**config.mk**
```make
export PLATFORM = sky130hd
export DESIGN_NAME = fault_tolerant_can_transceiver_ctrl
export DESIGN_NICKNAME = d
export VERILOG_FILES = /design/src/logic/ftcan_pkg.sv /design/src/logic/fault_tolerant_can_transceiver_ctrl.sv /design/src/logic/us_tick_divider.sv /design/src/logic/level_persist_timer.sv
export SDC_FILE = /design/constraint.sdc
export NUM_CORES = 1
export LEC_CHECK = 0
export BUFFER_PORTS_ARGS = -buffer_cell sky130_fd_sc_hd__buf_2
export CAP_MARGIN = 30
export CELL_PAD_IN_SITES_DETAIL_PLACEMENT = 1
export CELL_PAD_IN_SITES_GLOBAL_PLACEMENT = 1
export CORE_ASPECT_RATIO = 1.2
export CORE_UTILIZATION = 39
export CTS_CLUSTER_SIZE = 10
export DETAILED_ROUTE_END_ITERATION = 16
export GPL_TIMING_DRIVEN = 0
export HOLD_SLACK_MARGIN = 0.06
export PLACE_DENSITY_LB_ADDON = 0.15
export SLEW_MARGIN = 15
export SYNTH_ARGS = -nofsm -noshare
export SYNTH_HDL_FRONTEND = slang
export SYNTH_SLANG_ARGS = --single-unit
export TNS_END_PERCENT = 5
```
**constraint.sdc**
```tcl
create_clock -name pclk -period 2.5 [get_ports pclk]
set_input_delay 0.5 -clock pclk [delete_from_list [all_inputs] [get_ports pclk]]
set_output_delay 0.5 -clock pclk [all_outputs]
set_load 0.05 [all_outputs]
```
**src/logic/ftcan_pkg.sv**
```systemverilog
package ftcan_pkg;
   // Interface modes, only three are legal
   typedef enum logic [1:0] {
      transmit_receive_mode = 2'b00,
      receive_only_mode = 2'b01,
      battery_terminated_mode = 2'b10
   } iface_mode_e;
   // Chip global modes, driven by the mode controller outside
   typedef enum logic [1:0] {
      chip_normal = 2'b00,
      chip_standby = 2'b01,
      chip_stop = 2'b10,
      chip_sleep = 2'b11
   } chip_mode_e;
   // Register byte offsets
   localparam logic [7:0] MAIN_CONTROL_OFS = 8'h00;
   localparam logic [7:0] RECEIVER_CONTROL_OFS = 8'h04;
   localparam logic [7:0] STATUS_OFS = 8'h08;
   // Field positions
   localparam int MODE_LSB = 0;
   localparam int TX_STUCK_BIT = 1;
   localparam int HIGH_FAIL_BIT = 2;
   localparam int LOW_FAIL_BIT = 3;
   localparam int HIGH_OPEN_BIT = 4;
   localparam int LOW_OPEN_BIT = 5;
   localparam int WAKE_SEEN_BIT = 0;
   localparam int EFF_MODE_LSB = 1;
   // Reset values
   localparam logic [1:0] MODE_RESET = 2'b00;
   // Timing, in its own unit and derived cycle counts
   localparam int CLK_PERIOD_NS = 10;
   localparam int TICK_NS = 1000;
   localparam int TICK_CYCLES = TICK_NS / CLK_PERIOD_NS;
   localparam int TX_STUCK_US = 750;
   localparam int TX_RECOVER_US = 32;
   localparam int WAKE_FILTER_US = 16;
   localparam int TX_STUCK_TICKS = (TX_STUCK_US * 1000) / TICK_NS;
   localparam int TX_RECOVER_TICKS = (TX_RECOVER_US * 1000 + TICK_NS - 1)
      / TICK_NS;
   localparam int WAKE_FILTER_TICKS = (WAKE_FILTER_US * 1000) / TICK_NS;
endpackage : ftcan_pkg

```
**src/logic/fault_tolerant_can_transceiver_ctrl.sv**
```systemverilog
`timescale 1ns/1ps
module fault_tolerant_can_transceiver_ctrl
   import ftcan_pkg::*;
#(
   parameter bit RX_WAKE_REPORT = 1'b1,
   parameter int TX_STUCK_LIMIT = TX_STUCK_TICKS
) (
   input wire logic pclk,
   input wire logic presetn,
   input wire logic psel,
   input wire logic penable,
   input wire logic pwrite,
   input wire logic [7:0] paddr,
   input wire logic [31:0] pwdata,
   output logic [31:0] prdata,
   output logic pready,
   output logic pslverr,
   input wire logic [1:0] chip_mode,
   input wire logic txd,
   input wire logic diff_rx,
   input wire logic high_se_rx,
   input wire logic low_se_rx,
   input wire logic wake_cmp_dom,
   input wire logic high_short_supply,
   input wire logic low_short_fail,
   input wire logic high_open,
   input wire logic low_open,
   output logic high_drv_en,
   output logic low_drv_en,
   output logic high_term_en,
   output logic low_term_en,
   output logic low_line_vbat_sw,
   output logic rxd,
   output logic normal_request,
   output logic wake_irq
);
   logic [1:0] mode_sel_r;
   logic tx_stuck_r;
   logic wake_seen_r;
   logic wake_filt_d_r;
   logic tick;
   logic stuck_done;
   logic recover_done;
   logic wake_filt;
   logic low_power;
   logic [1:0] eff_mode;
   logic tx_path_on;
   logic dominant;
   logic wake_rise;
   logic wr_en;
   logic setup;
   logic addr_ok;
   logic [31:0] rd_mux;

   us_tick_divider #(.DIV(TICK_CYCLES)) u_div (
      .pclk(pclk),
      .presetn(presetn),
      .tick(tick)
   );

   // Permanent dominant watch on the transmit input
   level_persist_timer #(.W(16), .LIMIT(TX_STUCK_LIMIT)) u_stuck (
      .pclk(pclk),
      .presetn(presetn),
      .tick(tick),
      .level(!txd),
      .done(stuck_done)
   );

   // Recessive time needed before the stuck flag clears
   level_persist_timer #(.W(8), .LIMIT(TX_RECOVER_TICKS)) u_recover (
      .pclk(pclk),
      .presetn(presetn),
      .tick(tick),
      .level(txd),
      .done(recover_done)
   );

   // Wake comparator filter, only armed in battery-terminated mode
   level_persist_timer #(.W(8), .LIMIT(WAKE_FILTER_TICKS)) u_wake (
      .pclk(pclk),
      .presetn(presetn),
      .tick(tick),
      .level(wake_cmp_dom && eff_mode == battery_terminated_mode),
      .done(wake_filt)
   );

   // Effective mode and transmit conditions
   assign low_power = chip_mode == chip_sleep || chip_mode == chip_stop;
   assign eff_mode = low_power ? battery_terminated_mode
      : mode_sel_r;
   assign dominant = !txd;
   assign tx_path_on = eff_mode == transmit_receive_mode
      && !tx_stuck_r;
   assign wake_rise = wake_filt && !wake_filt_d_r;

   // APB decode
   assign setup = psel && !penable;
   assign wr_en = psel && penable && pready && pwrite && !pslverr;
   assign addr_ok = paddr == MAIN_CONTROL_OFS
      || paddr == RECEIVER_CONTROL_OFS || paddr == STATUS_OFS;

   // Read data selection
   always_comb begin
      rd_mux = 32'h0000_0000;
      case (paddr)
         MAIN_CONTROL_OFS: rd_mux[MODE_LSB +: 2] = mode_sel_r;
         RECEIVER_CONTROL_OFS: begin
            rd_mux[TX_STUCK_BIT] = tx_stuck_r;
            rd_mux[HIGH_FAIL_BIT] = high_short_supply;
            rd_mux[LOW_FAIL_BIT] = low_short_fail;
            rd_mux[HIGH_OPEN_BIT] = high_open;
            rd_mux[LOW_OPEN_BIT] = low_open;
         end
         STATUS_OFS: begin
            rd_mux[WAKE_SEEN_BIT] = wake_seen_r;
            rd_mux[EFF_MODE_LSB +: 2] = eff_mode;
         end
         default: rd_mux = 32'h0000_0000;
      endcase
   end

   // Bus answer: ready in the access cycle, data captured in setup
   always_ff @(posedge pclk or negedge presetn) begin
      if (!presetn) begin
         pready <= 1'b0;
         pslverr <= 1'b0;
         prdata <= 32'h0000_0000;
      end else begin
         pready <= setup;
         pslverr <= setup && !addr_ok;
         if (setup) begin
            prdata <= pwrite ? 32'h0000_0000 : rd_mux;
         end
      end
   end

   // Interface mode select, code 11 ignored
   always_ff @(posedge pclk or negedge presetn) begin
      if (!presetn) begin
         mode_sel_r <= MODE_RESET;
      end else if (wr_en && paddr == MAIN_CONTROL_OFS
            && pwdata[MODE_LSB +: 2] != 2'b11) begin
         mode_sel_r <= pwdata[MODE_LSB +: 2];
      end
   end

   // Transmit stuck flag, set beats clear
   always_ff @(posedge pclk or negedge presetn) begin
      if (!presetn) begin
         tx_stuck_r <= 1'b0;
      end else if (stuck_done) begin
         tx_stuck_r <= 1'b1;
      end else if (recover_done) begin
         tx_stuck_r <= 1'b0;
      end
   end

   // Sticky wake seen, write one clears, new wake wins
   always_ff @(posedge pclk or negedge presetn) begin
      if (!presetn) begin
         wake_seen_r <= 1'b0;
         wake_filt_d_r <= 1'b0;
      end else begin
         wake_filt_d_r <= wake_filt;
         if (wake_rise) begin
            wake_seen_r <= 1'b1;
         end else if (wr_en && paddr == STATUS_OFS
               && pwdata[WAKE_SEEN_BIT]) begin
            wake_seen_r <= 1'b0;
         end
      end
   end

   // Line drivers and terminations
   always_ff @(posedge pclk or negedge presetn) begin
      if (!presetn) begin
         high_drv_en <= 1'b0;
         low_drv_en <= 1'b0;
         high_term_en <= 1'b0;
         low_term_en <= 1'b0;
         low_line_vbat_sw <= 1'b0;
      end else begin
         high_drv_en <= tx_path_on && dominant
            && !high_short_supply;
         low_drv_en <= tx_path_on && dominant
            && !low_short_fail;
         high_term_en <= !high_short_supply;
         low_term_en <= !low_short_fail
            && eff_mode != battery_terminated_mode;
         low_line_vbat_sw <= eff_mode == battery_terminated_mode;
      end
   end

   // Receive output selection
   always_ff @(posedge pclk or negedge presetn) begin
      if (!presetn) begin
         rxd <= 1'b1;
      end else if (eff_mode == battery_terminated_mode) begin
         rxd <= !(RX_WAKE_REPORT && !low_power
            && wake_filt);
      end else if (high_short_supply) begin
         rxd <= low_se_rx;
      end else if (low_short_fail) begin
         rxd <= high_se_rx;
      end else begin
         rxd <= diff_rx;
      end
   end

   // Wake-up requests toward the mode controller
   always_ff @(posedge pclk or negedge presetn) begin
      if (!presetn) begin
         normal_request <= 1'b0;
         wake_irq <= 1'b0;
      end else begin
         normal_request <= wake_rise && low_power;
         wake_irq <= wake_rise && chip_mode == chip_stop;
      end
   end
endmodule : fault_tolerant_can_transceiver_ctrl

```
**src/logic/us_tick_divider.sv**
```systemverilog
`timescale 1ns/1ps
// Free running divider, one-cycle enable every DIV cycles
module us_tick_divider #(
   parameter int DIV = 100
) (
   input wire logic pclk,
   input wire logic presetn,
   output logic tick
);
   logic [$clog2(DIV)-1:0] cnt_r;

   // Count down, pulse at wrap
   always_ff @(posedge pclk or negedge presetn) begin
      if (!presetn) begin
         cnt_r <= '0;
         tick <= 1'b0;
      end else if (cnt_r == '0) begin
         cnt_r <= ($clog2(DIV))'(DIV - 1);
         tick <= 1'b1;
      end else begin
         cnt_r <= cnt_r - 1'b1;
         tick <= 1'b0;
      end
   end
endmodule : us_tick_divider

```
**src/logic/level_persist_timer.sv**
```systemverilog
`timescale 1ns/1ps
// Raises done once level has held for LIMIT ticks; drops with level
module level_persist_timer #(
   parameter int W = 12,
   parameter int LIMIT = 16
) (
   input wire logic pclk,
   input wire logic presetn,
   input wire logic tick,
   input wire logic level,
   output logic done
);
   logic [W-1:0] cnt_r;

   // Saturating tick counter, restarted whenever level falls
   always_ff @(posedge pclk or negedge presetn) begin
      if (!presetn) begin
         cnt_r <= '0;
         done <= 1'b0;
      end else if (!level) begin
         cnt_r <= '0;
         done <= 1'b0;
      end else if (tick && cnt_r != W'(LIMIT)) begin
         cnt_r <= cnt_r + 1'b1;
         done <= (cnt_r + 1'b1 == W'(LIMIT));
      end
   end
endmodule : level_persist_timer

```
# Yosys cells after proc, flatten, opt, wreduce, memory -nomap -nowiden

Cells that the tools add are included.

Register bits after elaboration: 90
Bits of input ports: 56
Output and inout bits: 42
Word-level logic and storage cells: 111

Add/sub/neg operators: 4
Eq/ne operators: 15
Multiplexer cells: 27
Reduce and logical (&&, ||, !) cells: 42

Operator list:

| operator                                                | number |
|---|---|
| two-way mux 16 bit                                      | 2 |
| two-way mux 8 bit                                       | 4 |
| logical AND 1 bit                                       | 23 |
| adder 16 x 1 -> 16 bit, second input constant           | 1 |
| adder 8 x 1 -> 8 bit, second input constant             | 2 |
| == test 16 x 10 -> 1 bit, second input constant         | 1 |
| inequality test 16 x 10 -> 1 bit, second input constant | 1 |
| two-way mux 1 bit                                       | 14 |
| logical NOT 1 bit                                       | 10 |
| == test 8 x 3 -> 1 bit, second input constant           | 1 |
| == test 8 x 4 -> 1 bit, second input constant           | 1 |
| == test 8 x 5 -> 1 bit, second input constant           | 1 |
| == test 8 x 6 -> 1 bit, second input constant           | 1 |
| logical NOT 8 bit                                       | 1 |
| inequality test 8 x 5 -> 1 bit, second input constant   | 1 |
| inequality test 8 x 6 -> 1 bit, second input constant   | 1 |
| logical NOT 7 bit                                       | 1 |
| two-way mux 7 bit                                       | 1 |
| subtractor 7 x 1 -> 7 bit, second input constant        | 1 |
| == test 2 bit, second input constant                    | 3 |
| two-way mux 6 bit                                       | 1 |
| inequality test 2 bit, second input constant            | 3 |
| nonzero test 2 bit                                      | 3 |
| one-hot mux 1 bit (2 select lines)                      | 2 |
| 6 further kinds                                         | 8 |

# Depth between registers and ports, before layout

Gate-level depths: netlist of the first run.

Depth after elaboration: 8
Mapped depth: 7
Mapped depth without buffers: 7

# By module

A second synthesis of the first run with hierarchy kept.

Cell total of the unflattened synthesis: 374
Area, all modules: 3648.5 µm²

By module, submodules not included:

| module                              | times used | cells each | area an instance (µm²) | seq. area each (µm²) |
|---|---|---|---|---|
| fault_tolerant_can_transceiver_ctrl | 1          | 113        | 1136.1                 | 526.8 |
| level_persist_timer at u_stuck      | 1          | 119        | 1069.8                 | 425.4 |
| level_persist_timer at u_wake       | 1          | 59         | 595.6                  | 225.2 |
| level_persist_timer at u_recover    | 1          | 52         | 495.5                  | 225.2 |
| us_tick_divider                     | 1          | 31         | 351.6                  | 200.2 |

# Worst setup path after synthesis of the first run

No wires, ideal clock.

Kind: input to register
Start: input port paddr[5]
End: register mode_sel_r[0]
Setup time: 0.121 ns
Arrival time: 1.645 ns
Data required time: 2.379 ns
Slack: 0.734 ns
Stages on the path: 4
Path buffers: 0
Cell sequence: nor4_1 > nand2_1 > or4b_1 > o22a_1

Longest elaborated chain between the ends: 3

Ends and longest elaborated chain:

| what                 | RTL line                                   | source |
|---|---|---|
| start, declared      | fault_tolerant_can_transceiver_ctrl.sv:13  | `input wire logic [7:0] paddr,` |
| logical NOT 8 bit    | fault_tolerant_can_transceiver_ctrl.sv:142 | `end else if (wr_en && paddr == MAIN_CONTROL_OFS` |
| logical AND 1 bit    | fault_tolerant_can_transceiver_ctrl.sv:142 |  |
| logical AND 1 bit    | fault_tolerant_can_transceiver_ctrl.sv:143 | `&& pwdata[MODE_LSB +: 2] != 2'b11) begin` |
| end signal, assigned | fault_tolerant_can_transceiver_ctrl.sv:144 | `mode_sel_r <= pwdata[MODE_LSB +: 2];` |
| end, declared        | fault_tolerant_can_transceiver_ctrl.sv:37  | `logic [1:0] mode_sel_r;` |

No other way between the ends.
A chain may end at the register's enable or synchronous reset.

# Final worst setup path of the first run

Start: register u_div.tick
End: register u_wake.cnt_r[4]

Longest elaborated chain between the ends: 2

Ends and longest elaborated chain:

| what                                   | RTL line                  | source |
|---|---|---|
| start, declared                        | us_tick_divider.sv:8      | `output logic tick` |
| start signal, assigned                 | us_tick_divider.sv:16     | `tick <= 1'b0;` |
| start signal, assigned                 | us_tick_divider.sv:19     | `tick <= 1'b1;` |
| start signal, assigned                 | us_tick_divider.sv:22     | `tick <= 1'b0;` |
| logical AND 1 bit                      | level_persist_timer.sv:23 | `end else if (tick && cnt_r != W'(LIMIT)) begin` |
| inequality test 2 bit (no source line) | n/a                       |  |
| end signal, assigned                   | level_persist_timer.sv:24 | `cnt_r <= cnt_r + 1'b1;` |
| end, declared                          | level_persist_timer.sv:13 | `logic [W-1:0] cnt_r;` |

No other way between the ends.

==> results of run 1 <==
## layer usage
layer  global-route usage  wire, um  vias to the layer above
li1                     -         -                     1368
met1               0.2252      3459                     1375
met2               0.3198      4031                       62
met3              0.04425       328                       23
met4              0.08525       212                        0
met5                    0         0                        -
## worst paths after layout
kind | startpoint | to | slack [ns] | cells past startpoint
worst max-delay path | u_div.tick | u_wake.cnt_r[4] | 0.49 | 5
worst min-delay path | presetn | prdata[0] | 0.06 | 1
worst max register to register | u_div.tick | u_wake.cnt_r[4] | 0.49 | 5
worst min register to register | u_wake.done | wake_filt_d_r | 0.44 | 0
max in group asynchronous | presetn | rxd | 1.87 | 2
min in group pclk | chip_mode[0] | wake_irq | 0.29 | 2
## flip-flops by register name, summed over array words and instances (netlist names), 2 cells and up
register / cells
u_wake.cnt_r: 8
u_div.cnt_r: 7
u_stuck.cnt_r: 16
u_recover.cnt_r: 8
mode_sel_r: 2
prdata: 6
## report_power, final
| group | internal (mW) | switching (mW) | leakage, nW |
|---|---|---|---|
| Combinational | 0.0599 | 0.174 | 1.09 |
| Clock | 0.663 | 0.437 | 0.119 |
| Sequential | 1.04 | 0.00229 | 0.857 |
| Total | 1.77 | 0.614 | 2.07 |
## cells in the final DEF, fill, tap and decap left out, drive strengths merged, types with 10 or more instances in the layout
| cell | synthesis | final |
|---|---|---|
| nor2 | 52 | 52 |
| dfrtp | 63 | 63 |
| xnor2 | 15 | 15 |
| nand3 | 17 | 17 |
| buf | 31 | 73 |
| conb | 1 | 26 |
| clkbuf | 5 | 14 |
| xor2 | 24 | 24 |
| inv | 20 | 20 |
| nand4 | 10 | 10 |
| nand2 | 29 | 29 |
| ha | 10 | 10 |
## area by class of cell
type                    count  share of cell area
multi-input cells         274              0.3994
flip-flops and latches     64              0.3779
plain buffers              37             0.05929
repair buffers             42             0.05369
well taps                 117             0.03451
clock buffers               9             0.02920
clock inverters             7             0.02832
inverters                  20             0.01770
## stage by stage
stage | hold WS [ns] | instances | setup slack (ns) | utilization | total power [mW]
floorplan | 0.2044 | 395 | 0.7342 | - | 1.231
global placement | 0.4117 | 553 | 0.5108 | 0.4592 | 1.294
detailed placement | 0.4186 | 554 | 0.4891 | 0.4618 | 1.300
CTS | 0.06388 | 570 | 0.4623 | 0.4900 | 2.409
global route | 0.07536 | 570 | 0.3538 | 0.4900 | 2.464
finish | 0.05549 | 570 | 0.4854 | 0.4900 | 2.379
## cells by family after synthesis
| family | synth area share |
|---|---|
| xor+xnor | 0.09677 |
| other cells | 0.001062 |
| compound gates | 0.08295 |
| flops | 0.4541 |
| simple gates | 0.2198 |
| mux | 0.01737 |
| fa+ha+maj | 0.03545 |
| buf+inv | 0.09252 |
==> summary.txt, run 1 <==
Layout
  • Share of cells above drive strength 1: 0.2296
  • Antenna diodes: 0
  • Register area: 1603 um2
  • Final nets: 514
  • Area of the multi-input gates: 1694 um2
  • # fillers: 1,056
  • Area delta synth->final: 20.17%
  • Fin area: around 4200 um2

Floorplanning
  • Rows: 37
  • Full die area: about 9400 um2
  • Core ar.: between 8000 and 9000 um2
  • Die width: 88.85 um
  • Die span in y: 106.2 um
  • Initial core utilization: 0.4077
  • I/O pins: 98

Detailed routing
  • Pre-antenna DRT Iters: 4
  • Routed len/inst: ~14 um
  • Iter 0 DRT Violations: a little under 100
  • DRC viols: 0
  • DR vias: 2,828
  • Vias per cell: 4.961
  • Final WL: 8.032 mm
  • Post-route ant nets: 0

Global routing
  • Gr usage total: 0.1895
  • First-pass GRT wire length: 13.61 mm
  • Largest net degree at the start of global routing: 37
  • Remaining Overflow, GRT: 0
  • Vias in the first global route: 2,904
  • Initial antenna violation count: 0

Worst setup path
  • CP endpoint kind: flip-flop
  • CP Launch Type: flip-flop
  • CP Max Fanout: 10
  • WP data arrival: 2.24 ns
  • Worst path most repeated cell: buf_1
  • Crit-path cells: buf_1 -> buf_1 -> nand4_1 -> xor2_1 -> nor2_1
  • Slowest cell on the critical path: buf_1
  • WP data required: roughly 2.7 ns
  • Max incr delay on CP: 0.51 ns
  • Delay-heaviest family, CP: buffers and inverters
  • Bufs and invs on worst path: 2
  • Crit path kind: flip-flop to flip-flop

CTS
  • Post-CTS Setup Inserts: 0
  • CTS Buf Count: 9
  • Clk Tree Root Cell: clkbuf_8
  • Cells resized by post-CTS repair: 0
  • Clk slew on worst S/H paths: 0.08 ns
  • # hold bufs at CTS: 0
  • Worst skew pair latency: 0.36 ns
  • CTS tree: built
  • TritonCTS Sinks: 64
  • # H-tree levels: 3
  • Maximum clock path buffer count: 2

Timing
  • Final setup viols: 0
  • Final period utilization: 0.8058
  • RSZ-0062 raised after global routing: no
  • Final Hold Fails: 0
  • Post-route minimum period: ~2 ns
  • F_max: 0.4964 GHz
  • Clock skew: between 0.01 and 0.015 ns
  • Slew headroom: 0.5973
  • Worst-Margin Slew: 0.5985 ns
  • Slew Limit Fails: 0
  • Setup TNS Final: 0 ns

Yosys
  • Synth area leaders: dfrtp_1 (45%), xor2_1 (6.0%), buf_4 (5.5%)
  • Area leader, netlist: dfrtp_1
  • Mapped Area: 3530 um2
  • Mean Syn Cell Area: 9.540 um2
  • Post-synthesis sequential area ratio: 0.4541
  • Yosys cell types: 57
  • FFs w/ async S/R, synth: 1.000
  • Synth cell count leaders: dfrtp_1 (63), nor2_1 (52), nand2_1 (29)
  • Post-synth EDFFs: 0
  • Mapped Cells: 370
  • Post-synth top area share: 0.4467
  • YS warnings: 0
  • Top-count cell post-synth: dfrtp_1
  • Predominant post-synthesis flop cell: dfrtp_1
  • Yosys reg bits: 64

Power
  • Pleak: 2.067 nW
  • IR Drop Worst-Case VDD: 295.9 uV
  • Pwr dens: 560.9 nW/um2

Placed design
  • DP Area: ~4000 um2
  • Post-DP HPWL: 5.902 mm
  • Port Buf Inserts: just over 40
  • Routability cong.: 0.8126

Run
  • Max-cap violation count: 0

Hold path
  • Min-Delay Path Class: input port to async pin

Status
  • Status: complete, no violations
Power figures use the tool's default switching activity.
==> run 2, diff against run 1 <==
--- a/config.mk
+++ b/config.mk
@@ -10,7 +10,7 @@
 export CELL_PAD_IN_SITES_DETAIL_PLACEMENT = 1
 export CELL_PAD_IN_SITES_GLOBAL_PLACEMENT = 1
 export CORE_ASPECT_RATIO = 1.2
-export CORE_UTILIZATION = 39
+export CORE_UTILIZATION = 36
 export CTS_CLUSTER_SIZE = 10
 export DETAILED_ROUTE_END_ITERATION = 16
 export GPL_TIMING_DRIVEN = 0
==> constraint.sdc (replaced) <==
create_clock -name pclk -period 1.6 [get_ports pclk]
set_input_delay 0.32 -clock pclk [delete_from_list [all_inputs] [get_ports pclk]]
set_output_delay 0.32 -clock pclk [all_outputs]
set_load 0.05 [all_outputs]
==> summary.txt, run 2 (synthesized netlist as in run 1, its figures left out) <==
Detailed routing
  • Iter 0 DRT Violations: 33 (-66%)
  • Final WL: 8.178 mm (+1.8%)
  • Post-route ant nets: 0 (unchanged)
  • DRC viols: 0 (unchanged)
  • Routed len/inst: 14.00 um (-0.62%)
  • DR vias: 2,816 (-0.42%)
  • Vias per cell: 4.822 (-2.8%)
  • Pre-antenna DRT Iters: 4 (unchanged)

Global routing
  • Largest net degree at the start of global routing: 37 (unchanged)
  • Initial antenna violation count: 0 (unchanged)
  • Remaining Overflow, GRT: 0 (unchanged)
  • First-pass GRT wire length: 13.86 mm (+1.8%)
  • Gr usage total: 0.1715 (-0.01793)
  • Vias in the first global route: 2,902 (-0.069%)

Floorplanning
  • Rows: 39 (+5.4%)
  • Die width: 92.39 um (+4.0%)
  • Die span in y: 110.5 um (+4.0%)
  • I/O pins: 98 (unchanged)
  • Initial core utilization: 0.3709 (-0.03678)
  • Full die area: 10,210 um2 (+8.2%)
  • Core ar.: 9515 um2 (+9.9%)

Timing
  • Post-route minimum period: 1.729 ns (-0.2858 ns)
  • PnR worst setup slack: -0.1288 ns (-0.6142 ns)
  • Slew Limit Fails: 0 (unchanged)
  • Final Hold Fails: 0 (unchanged)
  • Final period utilization: 1.081 (+0.2747)
  • F_max: 0.5784 GHz (+17%)
  • Slew headroom: 0.5965 (-0.0008270)
  • Final setup viols: 15 (+15)
  • Hold Slack: 0.1457 ns (+0.09021 ns)
  • Clock skew: 0.006322 ns (-0.004208 ns)
  • RSZ-0062 raised after global routing: yes
  • Worst-Margin Slew: 0.5968 ns (-0.001649 ns)

Run
  • Max-cap violation count: 0 (unchanged)

Worst setup path
  • Slowest cell on the critical path: dfrtp_1
  • CP Launch Type: flip-flop
  • Crit-path cells: and4_1 -> and4b_4 -> mux2i_1 -> a2111o_1 -> o31ai_2
  • CP endpoint kind: flip-flop
  • Crit path kind: flip-flop to flip-flop
  • WP data required: 1.85 ns (-0.87 ns)
  • CP Max Fanout: 7 (-3)
  • Max incr delay on CP: 0.48 ns (-0.03 ns)
  • WP data arrival: 1.97 ns (-0.27 ns)

Layout
  • Most common cell after layout, fill and taps aside: dfrtp_1
  • Most frequent cells in the layout: dfrtp_1 (52), nor2_1 (50), buf_2 (46)
  • Largest reg by FF count: u_stuck.cnt_r
  • Biggest regs: u_stuck.cnt_r (16), u_recover.cnt_r (8), u_wake.cnt_r (8)
  • Largest register FFs: 16 (unchanged)
  • Finished Core Util: 0.4706 (-0.01934)
  • Antenna diodes: 0 (unchanged)
  • Final nets: 522 (+1.6%)
  • Finished Layout Cells: 584 (+2.5%)
  • # fillers: 1,124 (+6.4%)
  • Fin area: 4478 um2 (+5.6%)
  • Area delta synth->final: 26.87%
  • Share of cells above drive strength 1: 0.3015 (+0.07194)

Placed design
  • Placed cells: 560 (+1.1%)
  • Post-DP HPWL: 5.809 mm (-1.6%)
  • Post-Place Worst Slack: -0.3724 ns (-0.8615 ns)
  • Port Buf Inserts: 41 (unchanged)
  • Routability cong.: 0.7826 (-3.7%)
  • DP Area: 4015 um2 (+0.44%)

CTS
  • # H-tree levels: 3 (unchanged)
  • CTS tree: built
  • Maximum clock path buffer count: 2 (unchanged)
  • Clk slew on worst S/H paths: 0.06 ns (-0.02 ns)
  • Worst skew pair latency: 0.33 ns (-0.03 ns)
  • Clk Tree Root Cell: clkbuf_16
  • CTS Buf Count: 9 (unchanged)
  • TritonCTS Sinks: 64 (unchanged)

Status
  • Violated checks: setup timing
  • Status: complete, but fails checks

Power
  • Pwr dens: 860.3 nW/um2 (+53%)
  • Pleak: 2.128 nW (+2.9%)
  • IR Drop Worst-Case VDD: 461.8 uV (+56%)

Hold path
  • Min-Delay Path Class: input port to flip-flop
## run 2: changes by cell type in the layout (fill, tap and decap cells not counted), moves of 3 or more
cell,before,now
dfrtp_1,63,52
dfrtp_2,0,11
clkbuf_16,0,9
buf_4,27,34
clkbuf_8,9,2
buf_2,43,46
bufinv_16,3,0
ha_1,10,7
## run 2: report_power, final
group / switching [mW] / internal, mW
clock network: 0.723 / 1.13
logic: 0.272 / 0.0952
registers: 0.00477 / 1.63
total: 1.00 / 2.85
## run 2: final timing paths
path,startpoint,end,slack (ns),depth (start not counted)
max,u_stuck.cnt_r[9],u_stuck.done,-0.13,5
min,chip_mode[0],wake_irq,0.15,2
max reg2reg,u_stuck.cnt_r[9],u_stuck.done,-0.13,5
min reg2reg,u_wake.done,wake_filt_d_r,0.44,0
max in group asynchronous,presetn,rxd,0.55,3
min in group asynchronous,presetn,wake_irq,0.47,2
## run 2: critical path, delay by kind of cell, from the launching register on
kind	cells	cell delay, ns
AND/OR/NAND/NOR	2	0.59
flip-flops	1	0.48
AO/OA/AOI/OAI	2	0.48
multiplexers	1	0.09
## run 2: per-stage QoR
| step | setup TNS (ns) | power, mW |
|---|---|---|
| final | -0.8897 | 3.852 |
| after global routing | -2.407 | 3.995 |
| after CTS | -1.119 | 3.920 |
| after detailed placement | -6.432 | 2.033 |
| after global placement | -11.31 | 2.023 |
| after floorplan | -0.3824 | 1.924 |
## run 2: layout make-up
type	instances	area, um2	area share
multi-input cells	274	1802	0.4023
flip-flops and latches	64	1617	0.3610
repair buffers	50	290.3	0.06482
plain buffers	37	256.5	0.05728
clock buffers	11	252.7	0.05644
well taps	123	153.9	0.03437
inverters	20	75.07	0.01676
clock inverters	5	31.28	0.006985
## run 2: what timing repair did
item,4_1_cts,5_1_grt
endpoints found under the hold margin,28,0
endpoints found under the setup margin,23,30
hold buffers,1,0
gates resized for setup,20,15
buffers inserted,2,5
pin swaps,4,8
## run 2: per-layer routing
metal / GRT usage / share of wire
met5: 0 / 0
met4: 0.06979 / 0.017
met3: 0.04339 / 0.042
met2: 0.2859 / 0.50
met1: 0.2091 / 0.44
